==> config.mk <==
export PLATFORM = sky130hd
export DESIGN_NAME = hvc_config_regs
export DESIGN_NICKNAME = d
export VERILOG_FILES = /design/src/hvc_config_regs.v /design/src/hvc_link_div.v
export VERILOG_INCLUDE_DIRS = /design/src
export SDC_FILE = /design/constraint.sdc
export NUM_CORES = 1
export LEC_CHECK = 0
export BUFFER_PORTS_ARGS = -buffer_cell sky130_fd_sc_hd__buf_2
export CAP_MARGIN = 10
export CORE_ASPECT_RATIO = 0.6
export CORE_MARGIN = 3
export CORE_UTILIZATION = 35
export CTS_CLUSTER_DIAMETER = 120
export DETAILED_ROUTE_END_ITERATION = 12
export PLACE_DENSITY = 0.61
export SYNTH_ARGS = -nofsm -noshare
export SYNTH_HDL_FRONTEND = slang
export SYNTH_SLANG_ARGS = --single-unit
==> constraint.sdc <==
create_clock -name clock -period 3.7 [get_ports clock]
set_clock_uncertainty 0.2 [all_clocks]
set_input_delay 0.555 -clock clock [delete_from_list [all_inputs] [get_ports clock]]
set_output_delay 0.555 -clock clock [all_outputs]
set_load 0.02 [all_outputs]
==> src/hvc_defines.vh <==
`ifndef HVC_DEFINES_VH
`define HVC_DEFINES_VH

// ----------------------------------------
// Command bytes
// ----------------------------------------
`define HVC_CMD_RD_PRI      8'h00
`define HVC_CMD_RD_SEC      8'h01
`define HVC_CMD_RD_STA      8'h02
`define HVC_CMD_RD_MON      8'h03
`define HVC_CMD_WR_PRI      8'h08
`define HVC_CMD_WR_SEC      8'h09

// ----------------------------------------
// Reset values
// ----------------------------------------
`define HVC_PRI_RESET       8'h00
`define HVC_SEC_RESET       8'h00

// ----------------------------------------
// Primary register fields
// ----------------------------------------
`define HVC_PRI_THERM_DIS   7
`define HVC_PRI_OSC_EN      6
`define HVC_PRI_BSD_EN      5
`define HVC_PRI_WAKE_ASSERT 4
`define HVC_PRI_PSM_EN      3
`define HVC_PRI_LVF_EN      2
`define HVC_PRI_LIN_HI      1
`define HVC_PRI_LIN_LO      0
`define HVC_LIN_OFF         2'h0
`define HVC_LIN_ON          2'h2

// ----------------------------------------
// Secondary register fields
// ----------------------------------------
`define HVC_SEC_ATTEN_DIAG  7

// ----------------------------------------
// Command port status bits
// ----------------------------------------
`define HVC_STAT_BUSY       0
`define HVC_STAT_RD_OK      1
`define HVC_STAT_WR_OK      2

// ----------------------------------------
// Link timing
// ----------------------------------------
`define HVC_CLK_HZ          100000000
`define HVC_LINK_HZ         2560000
// Half period of serial clock, rounded up
`define HVC_LINK_HALF       ((`HVC_CLK_HZ + 2*`HVC_LINK_HZ - 1) / (2*`HVC_LINK_HZ))
// Frame: 8 command bits + 8 data bits each way
`define HVC_FRAME_BITS      16
`define HVC_LATENCY_US      10
`define HVC_LATENCY_CYC     ((`HVC_CLK_HZ / 1000000) * `HVC_LATENCY_US)

`endif

==> src/hvc_config_regs.v <==
// Contract
// - Primary config is 8 bits, resets zero, reached only via data port.
// - Primary bit 7 set suppresses thermal shutdown of wake-up/aux driver.
// - Primary bit 6 powers 131 kHz precision oscillator up or down.
// - Primary bit 5 disables LIN pull-up, selects bit-serial pin mode.
// - Primary bit 4 drives wake-up pin high; clear releases to pull-down.
// - Primary bit 3 enables supply monitor; interrupt below 6 V if enabled.
// - Primary bit 2 enables low voltage flag, reported in monitor bit 3.
// - Primary bits 1:0 LIN mode: 00 off, 10 on, others reserved.
// - Secondary config is 8 bits, resets zero, via data port only.
// - Secondary bit 7 turns on attenuator diagnostic current source.
// - Commands 08/09 write primary/secondary; 00/01 read them back.
// - Commands cross a 2.56 MHz serial link, at most 10 us latency.
`timescale 1ns/1ps
`include "hvc_defines.vh"

module hvc_config_regs #(
	parameter FRAME_BITS = `HVC_FRAME_BITS
) (
	input  wire       clock,
	input  wire       reset_n,
	input  wire       cmd_wr,
	input  wire [7:0] cmd_wdata,
	input  wire       dat_wr,
	input  wire [7:0] dat_wdata,
	input  wire [7:0] mon_status,
	input  wire [7:0] aux_status,
	output reg  [7:0] cmd_rdata,
	output reg [11:0] dat_rdata,
	output reg        therm_shutdown_dis,
	output reg        osc_en,
	output reg        bit_serial_mode,
	output reg        lin_pullup_en,
	output reg        wakeup_pin_out,
	output reg        wakeup_pin_oe_n,
	output reg        supply_monitor_en,
	output reg        low_voltage_flag_en,
	output reg  [1:0] lin_mode,
	output reg        lin_drv_en,
	output reg        atten_diag_en
);
	// ----------------------------------------
	// State
	// ----------------------------------------
	localparam ST_IDLE = 2'h0;
	localparam ST_SEND = 2'h1;
	localparam ST_DONE = 2'h2;

	reg [1:0] state_r;
	reg [7:0] cmd_r;
	reg [7:0] stage_r;
	reg [7:0] pri_r;
	reg [7:0] sec_r;
	reg [5:0] bit_r;
	reg       phase_r;
	reg       rd_ok_r;
	reg       wr_ok_r;
	wire      tick;

	function is_valid;
		input [7:0] c;
		begin
			is_valid = (c == `HVC_CMD_RD_PRI) || (c == `HVC_CMD_RD_SEC) ||
				(c == `HVC_CMD_RD_STA) || (c == `HVC_CMD_RD_MON) ||
				(c == `HVC_CMD_WR_PRI) || (c == `HVC_CMD_WR_SEC);
		end
	endfunction

	function is_write;
		input [7:0] c;
		begin
			is_write = (c == `HVC_CMD_WR_PRI) || (c == `HVC_CMD_WR_SEC);
		end
	endfunction

	function [7:0] read_source;
		input [1:0] sel;
		input [7:0] in_pri;
		input [7:0] in_sec;
		input [7:0] in_sta;
		input [7:0] in_mon;
		begin
			case (sel)
			2'h0:    read_source = in_pri;
			2'h1:    read_source = in_sec;
			2'h2:    read_source = in_sta;
			default: read_source = in_mon;
			endcase
		end
	endfunction

	// ----------------------------------------
	// Serial link pacing
	// ----------------------------------------
	// Divider cleared outside frames so every frame starts aligned
	// one tick per link half-bit period
	hvc_link_div u_div (
		.clock   (clock),
		.reset_n (reset_n),
		.run     (state_r == ST_SEND),
		.tick    (tick)
	);

	// ----------------------------------------
	// Command engine
	// ----------------------------------------
	// Each frame takes 2*FRAME_BITS link half-periods, well inside 10 us.
	always @(posedge clock or negedge reset_n) begin
		if (!reset_n) begin
			state_r <= ST_IDLE;
			cmd_r   <= 8'h00;
			stage_r <= 8'h00;
			pri_r   <= `HVC_PRI_RESET;
			sec_r   <= `HVC_SEC_RESET;
			bit_r   <= 6'h00;
			phase_r <= 1'b0;
			rd_ok_r <= 1'b0;
			wr_ok_r <= 1'b0;
		end else begin
			// Staging only while idle so a frame in flight is not corrupted
			if (dat_wr && state_r == ST_IDLE) begin
				stage_r <= dat_wdata;
			end
			case (state_r)
			ST_IDLE: begin
				// commands while busy are dropped
				// Refused strobes leave no flag; software polls busy first
				if (cmd_wr) begin
					cmd_r   <= cmd_wdata;
					bit_r   <= 6'h00;
					phase_r <= 1'b0;
					state_r <= ST_SEND;
				end
			end
			ST_SEND: begin
				if (tick) begin
					phase_r <= ~phase_r;
					if (phase_r) begin
						if (bit_r == FRAME_BITS[5:0] - 6'h01) begin
							state_r <= ST_DONE;
						end else begin
							bit_r <= bit_r + 6'h01;
						end
					end
				end
			end
			ST_DONE: begin
				case (cmd_r)
				`HVC_CMD_WR_PRI: pri_r <= stage_r;
				`HVC_CMD_WR_SEC: sec_r <= stage_r;
				default: begin
					// Unknown codes leave registers and staging unchanged; both ok flags clear
					if (is_valid(cmd_r)) begin
						stage_r <= read_source(cmd_r[1:0], pri_r, sec_r, aux_status, mon_status);
					end
				end
				endcase
				wr_ok_r <= is_write(cmd_r);
				rd_ok_r <= is_valid(cmd_r) && !is_write(cmd_r);
				state_r <= ST_IDLE;
			end
			default: state_r <= ST_IDLE;
			endcase
		end
	end

	// ----------------------------------------
	// Command and data port readback
	// ----------------------------------------
	always @(posedge clock or negedge reset_n) begin
		if (!reset_n) begin
			cmd_rdata <= 8'h00;
			dat_rdata <= 12'h000;
		end else begin
			// busy indication
			// Strobe folded in so a poll right after the command sees busy
			cmd_rdata <= {5'h00, wr_ok_r, rd_ok_r, (state_r != ST_IDLE) | cmd_wr};
			dat_rdata <= {cmd_r[3:0], stage_r};
		end
	end

	// ----------------------------------------
	// Pin controls
	// ----------------------------------------
	always @(posedge clock or negedge reset_n) begin
		if (!reset_n) begin
			therm_shutdown_dis  <= 1'b0;
			osc_en              <= 1'b0;
			bit_serial_mode     <= 1'b0;
			lin_pullup_en       <= 1'b1;
			wakeup_pin_out      <= 1'b0;
			wakeup_pin_oe_n     <= 1'b1;
			supply_monitor_en   <= 1'b0;
			low_voltage_flag_en <= 1'b0;
			lin_mode            <= `HVC_LIN_OFF;
			lin_drv_en          <= 1'b0;
			atten_diag_en       <= 1'b0;
		end else begin
			therm_shutdown_dis  <= pri_r[`HVC_PRI_THERM_DIS];
			osc_en              <= pri_r[`HVC_PRI_OSC_EN];
			bit_serial_mode     <= pri_r[`HVC_PRI_BSD_EN];
			lin_pullup_en       <= ~pri_r[`HVC_PRI_BSD_EN];
			wakeup_pin_out      <= pri_r[`HVC_PRI_WAKE_ASSERT];
			wakeup_pin_oe_n     <= ~pri_r[`HVC_PRI_WAKE_ASSERT];
			supply_monitor_en   <= pri_r[`HVC_PRI_PSM_EN];
			low_voltage_flag_en <= pri_r[`HVC_PRI_LVF_EN];
			// LIN mode, driver only on code 10
			// Reserved codes are kept as written, driver stays off
			lin_mode   <= pri_r[`HVC_PRI_LIN_HI:`HVC_PRI_LIN_LO];
			lin_drv_en <= (pri_r[`HVC_PRI_LIN_HI:`HVC_PRI_LIN_LO] == `HVC_LIN_ON);
			atten_diag_en <= sec_r[`HVC_SEC_ATTEN_DIAG];
		end
	end
endmodule // hvc_config_regs

==> src/hvc_link_div.v <==
`timescale 1ns/1ps
`include "hvc_defines.vh"

// Serial link half-bit-period enable divider.
module hvc_link_div #(
	parameter HALF = `HVC_LINK_HALF
) (
	input  wire clock,
	input  wire reset_n,
	input  wire run,
	output reg  tick
);
	reg [7:0] cnt_r;

	always @(posedge clock or negedge reset_n) begin
		if (!reset_n) begin
			cnt_r <= 8'h00;
			tick  <= 1'b0;
		end else if (!run) begin
			cnt_r <= 8'h00;
			tick  <= 1'b0;
		end else if (cnt_r == HALF[7:0] - 8'h01) begin
			cnt_r <= 8'h00;
			tick  <= 1'b1;
		end else begin
			cnt_r <= cnt_r + 8'h01;
			tick  <= 1'b0;
		end
	end
endmodule // hvc_link_div
# Word-level counts from Yosys, hierarchy flattened
# Index checks and enable logic that the tools add are counted.
[totals]
register_bits = 79
out_inout_bits = 32
elab_cells = 90
[classes]
n_addsub = 2
n_eq_ne = 17
mux = 22
bitwise_logic = 4
n_reduce_logical = 21
[op_table]
columns = ["operator", "count"]
rows = [
  ["8-bit 2-to-1 mux", 6],
  ["6-bit 2-to-1 mux", 4],
  ["8-bit one-hot mux with 3 select lines", 1],
  ["8-bit by 2-bit == test with 1-bit output (second input constant)", 2],
  ["8-bit by 4-bit == test with 1-bit output (second input constant)", 2],
  ["6-bit one-hot mux with 2 select lines", 1],
  ["2-bit inequality test (second input constant)", 5],
  ["8-bit by 1-bit adder with 8-bit output (second input constant)", 1],
  ["8-bit by 1-bit == test with 1-bit output (second input constant)", 1],
  ["8-bit by 5-bit == test with 1-bit output (second input constant)", 1],
  ["8-bit zero test", 1],
  ["2-bit 2-to-1 mux", 4],
  ["6-bit by 1-bit adder with 6-bit output (second input constant)", 1],
  ["2-bit == test (second input constant)", 3],
  ["6-bit by 4-bit == test with 1-bit output (second input constant)", 1],
  ["1-bit logical OR", 6],
  ["2-bit AND reduction", 3],
  ["5-bit AND reduction", 1],
  ["2-bit by 1-bit == test with 1-bit output (second input constant)", 2],
  ["2-bit zero test", 2],
  ["1-bit 2-to-1 mux", 4],
  ["2-bit one-hot mux with 2 select lines", 1],
  ["4-bit AND reduction", 1],
  ["2-bit nonzero test", 2],
  ["7 further kinds", 10],
]

# Logic depth before layout (Yosys ltp)
[depth]
depth_word = 9
ltp_mapped = 7

# Hierarchy
# From an unflattened synthesis, not the netlist that was laid out.
[hier_totals]
hier_cells = 238
hier_area_um2 = 3244.4
[by_module_without_submodules]
columns = ["module", "instances", "cells_each", "area_per_inst_um2", "seq_area_each_um2"]
rows = [
  ["hvc_config_regs", 1, 197, 2810.2, 1754.2],
  ["hvc_link_div", 1, 41, 434.2, 225.2],
]

# Worst setup path before layout
# Ideal clock, no wire load.
[synth_timing]
kind = "flip-flop to flip-flop"
start = "register state_r[0]"
end = "register stage_r[6]"
setup_time_ps = 122
t_arrival_ps = 1519
setup_slack_ps = 1859
path_stages_with_launch = 7
n_path_buf = 2
period_less_slack_ps = 1841
path_cell_list = "dfrtp_1 nand2b_1 or4b_1 buf_2 buf_6 nor2_4 a21oi_2"
[synth_via]
elab_chain_len = 6
elab_cells_between_ends = 7
[synth_rtl]
columns = ["item", "line_no", "rtl"]
rows = [
  ["start: declaration", "hvc_config_regs.v:49", "reg [1:0] state_r;"],
  ["start signal: assignment", "hvc_config_regs.v:110", "state_r <= ST_IDLE;"],
  ["start signal: assignment", "hvc_config_regs.v:132", "state_r <= ST_SEND;"],
  ["start signal: assignment", "hvc_config_regs.v:140", "state_r <= ST_DONE;"],
  ["2-bit zero test", "hvc_config_regs.v:121", "if (dat_wr && state_r == ST_IDLE) begin"],
  ["1-bit logical AND", "hvc_config_regs.v:121", ""],
  ["8-bit 2-to-1 mux", "hvc_config_regs.v:121", ""],
  ["8-bit 2-to-1 mux", "hvc_config_regs.v:153", "if (is_valid(cmd_r)) begin"],
  ["8-bit 2-to-1 mux", "hvc_config_regs.v:148", "case (cmd_r)"],
  ["8-bit 2-to-1 mux (*)", "hvc_config_regs.v:124", "case (state_r)"],
  ["end signal: assignment", "hvc_config_regs.v:122", "stage_r <= dat_wdata;"],
  ["end signal: assignment", "hvc_config_regs.v:154", "stage_r <= read_source(cmd_r[1:0], pri_r, sec_r, aux_status, mon_status);"],
  ["end: declaration", "hvc_config_regs.v:51", "reg [7:0] stage_r;"],
]
# Every way passes the cells marked *; elsewhere a longest branch is shown, timed or not.
# A chain may end at the register's enable or synchronous reset.

# Worst setup path after layout
[layout_timing]
start = "register state_r[0]"
end = "register stage_r[2]"
# Same word-level chain as after synthesis.

==> results_tabular.tex <==
\begin{tabular}{lr}
\hline
Metric & Value \\
\hline
\multicolumn{2}{l}{\textbf{Synth}} \\
Post-synth top area cell & dfrtp\_1 \\
Count of flip-flops with a built-in enable after synthesis & 0 \\
Mean post-synth cell area & approximately 13 µm² \\
Count of unique library cells instantiated by Yosys & 42 \\
Post-synth top area share & around three fifths \\
Cell area after synthesis & $\sim$3300 µm² \\
Dominant cell by count in the synthesized netlist & dfrtp\_1 \\
Number of warnings printed during yosys synthesis & 0 \\
Most common library cells after synthesis & dfrtp\_1 (77), nand2\_1 (42), nor2\_1 (19) \\
Synthesized instance count & around 260 \\
Async S/R FF share, synth & 100\% \\
Top cells by area, synth & dfrtp\_1 (58\%), mux4\_2 (5.5\%), nand2\_1 (4.8\%) \\
Flip-flop and latch count after synthesis & 79 \\
Sequential-to-total area share from yosys stat & about three fifths \\
Commonest register cell after synthesis & dfrtp\_1 \\
\multicolumn{2}{l}{\textbf{Cells and area}} \\
End-of-flow core utilization & 45.2\% \\
Total number of nets in the final design & roughly 360 \\
Fraction of final layout cells with drive strength greater than 1 & about a third \\
Area of all placed cells without fillers & roughly 4000 µm² \\
Filler Cell Count & 872 \\
Area of the multi-input gates & approximately 1200 µm² \\
Storage cell area & 1980 µm² \\
Area overhead of the layout relative to synthesis & 21.1\% \\
Antenna diodes & 0 \\
\multicolumn{2}{l}{\textbf{Routing}} \\
Number of nets still failing antenna checks after routing & 0 \\
Wire length reported by the detailed router & 6770 µm \\
Length of the first detailed-routing pass in iterations & 4 \\
Average wire length per cell after detail routing & between 10 and 15 µm \\
Detailed-route vias per instance & about 4.6 \\
Final routed DRC violation total & 0 \\
Via total after detailed routing & approximately 2100 \\
DRC violation total after the first TritonRoute iteration & 75 \\
\multicolumn{2}{l}{\textbf{Clocking}} \\
Setup fix buffers added after clock tree synthesis & 0 \\
Post-cts gate resize count & 0 \\
Clock slew at reported path FFs & around 0.06 ns \\
TritonCTS Buffers & 9 \\
CTS Root Buffer Type & clkbuf\_16 \\
CTS tree & yes \\
Number of levels in the clock H-tree & 3 \\
Hold buffer count at CTS & 0 \\
Clk Latency, worst-skew pair & 0.33 ns \\
Maximum clock insertion buffer count & 2 \\
Count of clock tree sinks & about 80 \\
\multicolumn{2}{l}{\textbf{Run}} \\
Maximum capacitance violations & 0 \\
\multicolumn{2}{l}{\textbf{Floorplan}} \\
Die outline area & about 11000 µm² \\
Horizontal extent of the die & 131 µm \\
Ports placed on the boundary & 68 \\
Floorplan row count & 26 \\
Die Span Y & approximately 80 µm \\
Area inside the core boundary & approximately 8800 µm² \\
Initial Util & a little under two fifths \\
\multicolumn{2}{l}{\textbf{STA}} \\
Number of hold violations in the final report & 0 \\
Period minus WS final & roughly 2.4 ns \\
Max-slew violation total from the final report & 0 \\
Total negative setup slack & 0 ns \\
Final worst-path cycle share & 63.9\% \\
Setup repair after global routing missed its margin & false \\
Slew at the pin closest to its max-slew limit & approximately 1 ns \\
Timing-limited maximum frequency & 0.423 GHz \\
Worst slew slack as a fraction of its limit & approximately a third \\
Final setup fails & 0 \\
\multicolumn{2}{l}{\textbf{Status}} \\
Run status & completed \\
\multicolumn{2}{l}{\textbf{Min path}} \\
Worst hold-check path type & primary input to async pin \\
\multicolumn{2}{l}{\textbf{Power and ir drop}} \\
Largest vdd supply drop & around 0.00023 V \\
Leakage component of the power & between 1.5 and 2 nW \\
Power per Cell Area & about 460 nW/µm² \\
\multicolumn{2}{l}{\textbf{Setup path}} \\
Kind of launch point of the worst setup path & flop \\
Sort of element at the end of the critical path & flop \\
Data required time of the worst path & roughly 3.7 ns \\
Critical path fanouts, max & 17 \\
Data arrival at the endpoint of the critical path & approximately 2.4 ns \\
Setup Crit Path Kind & flop to flop \\
\multicolumn{2}{l}{\textbf{Place}} \\
Area post-placement & around 3700 µm² \\
HPWL reported at the end of detailed placement & about 4700 µm \\
Port-buffer cells & 62 \\
Final Wtd Congestion & around 0.8 \\
\multicolumn{2}{l}{\textbf{GRT}} \\
Largest net degree at the start of global routing & 80 \\
Antenna violations before repair & 0 \\
Via count of the first global-routing pass & 2011 \\
Overall global routing resource usage & 13.5\% \\
Global-route wire length before repair & about 11000 µm \\
Grt ovf & 0 \\
\hline
\end{tabular}
worst max-delay path: stages, from the launching register on:
cell and delay [ns]:
dfrtp_1 0.56, nand2b_1 0.27, or4b_1 0.89, nor2_1 0.25
a21oi_2 0.04
layer usage:
metal,wire (µm),track usage (%),vias up
met2,2820,18.4,61
li1,-,-,1016
met5,0,0,-
met4,87,5.77,0
met3,353,5.20,6
met1,3500,19.3,1013
worst paths after layout:
kind                                   startpoint                          end  slack [ns]  depth (start not counted)
setup reg to reg           state_r[0]$_DFFE_PN0P_         stage_r[2]$_DFF_PN0_        1.33                          4
min in group clock           pri_r[3]$_DFFE_PN0P_  supply_monitor_en$_DFF_PN0_        0.21                          0
hold reg to reg              pri_r[3]$_DFFE_PN0P_  supply_monitor_en$_DFF_PN0_        0.21                          0
max in group asynchronous                 reset_n       dat_rdata[9]$_DFF_PN0_        2.50                          1
setup / recovery           state_r[0]$_DFFE_PN0P_         stage_r[2]$_DFF_PN0_        1.33                          4
hold / removal                            reset_n       dat_rdata[4]$_DFF_PN0_        0.19                          1
metrics by stage:
step	hold slack (ns)	power [W]	setup slack (ns)	cells
CTS	0.198	0.00185	1.34	454
global route	0.210	0.00189	1.17	454
detailed placement	0.188	0.000965	1.34	439
floorplan	0.0594	0.000924	1.86	266
finish	0.190	0.00183	1.33	454
global placement	0.182	0.000965	1.41	439
placed cells by master, fill, tap and decap left out, drive strengths merged, types with 3 or more instances in the layout:
master,count
dfrtp,77
buf,63
nand2,42
nor2,21
mux2,16
clkbuf,12
a21oi,11
mux2i,9
mux4,8
nand4,5
xor2,5
nand3,5
inv,5
o21ai,5
conb,5
nor2b,4
nand2b,3
nor3b,3
area by class of cell:
class,count,share of cell area (%)
inverters,5,0.469
multi-input cells,166,30.6
repair buffers,63,8.01
flip-flops and latches,79,49.5
clock buffers,12,6.41
well taps,126,3.94
clock inverters,3,1.06
kinds of logic (layout without fill, tap and decap cells):
logic type | Yosys count | in the layout | share of synthesized area, %
simple gates | 98 | 98 | 14.7
flops | 79 | 79 | 59.9
mux | 33 | 33 | 14.6
compound gates | 21 | 21 | 4.51
buf+inv | 21 | 83 | 3.56
xor+xnor | 7 | 7 | 1.86
fa+ha+maj | 2 | 2 | 0.758
other cells | 1 | 5 | 0.114
where the power goes:
| part | switching (W) | internal, W | leakage [nW] |
|---|---|---|---|
| sequential | 0.0000113 | 0.000872 | 1.05 |
| combinational | 0.0000367 | 0.0000278 | 0.775 |
| clock | 0.000326 | 0.000554 | 0.145 |
registers in the layout (all words and copies together), names as in the netlist, 2 cells and up:
register / flops
bit_r: 6
cmd_r: 8
cmd_rdata: 3
dat_rdata: 12
lin_mode: 2
pri_r: 8
sec_r: 8
stage_r: 8
state_r: 2
u_div.cnt_r: 8
(Power assumes the default switching activity.)
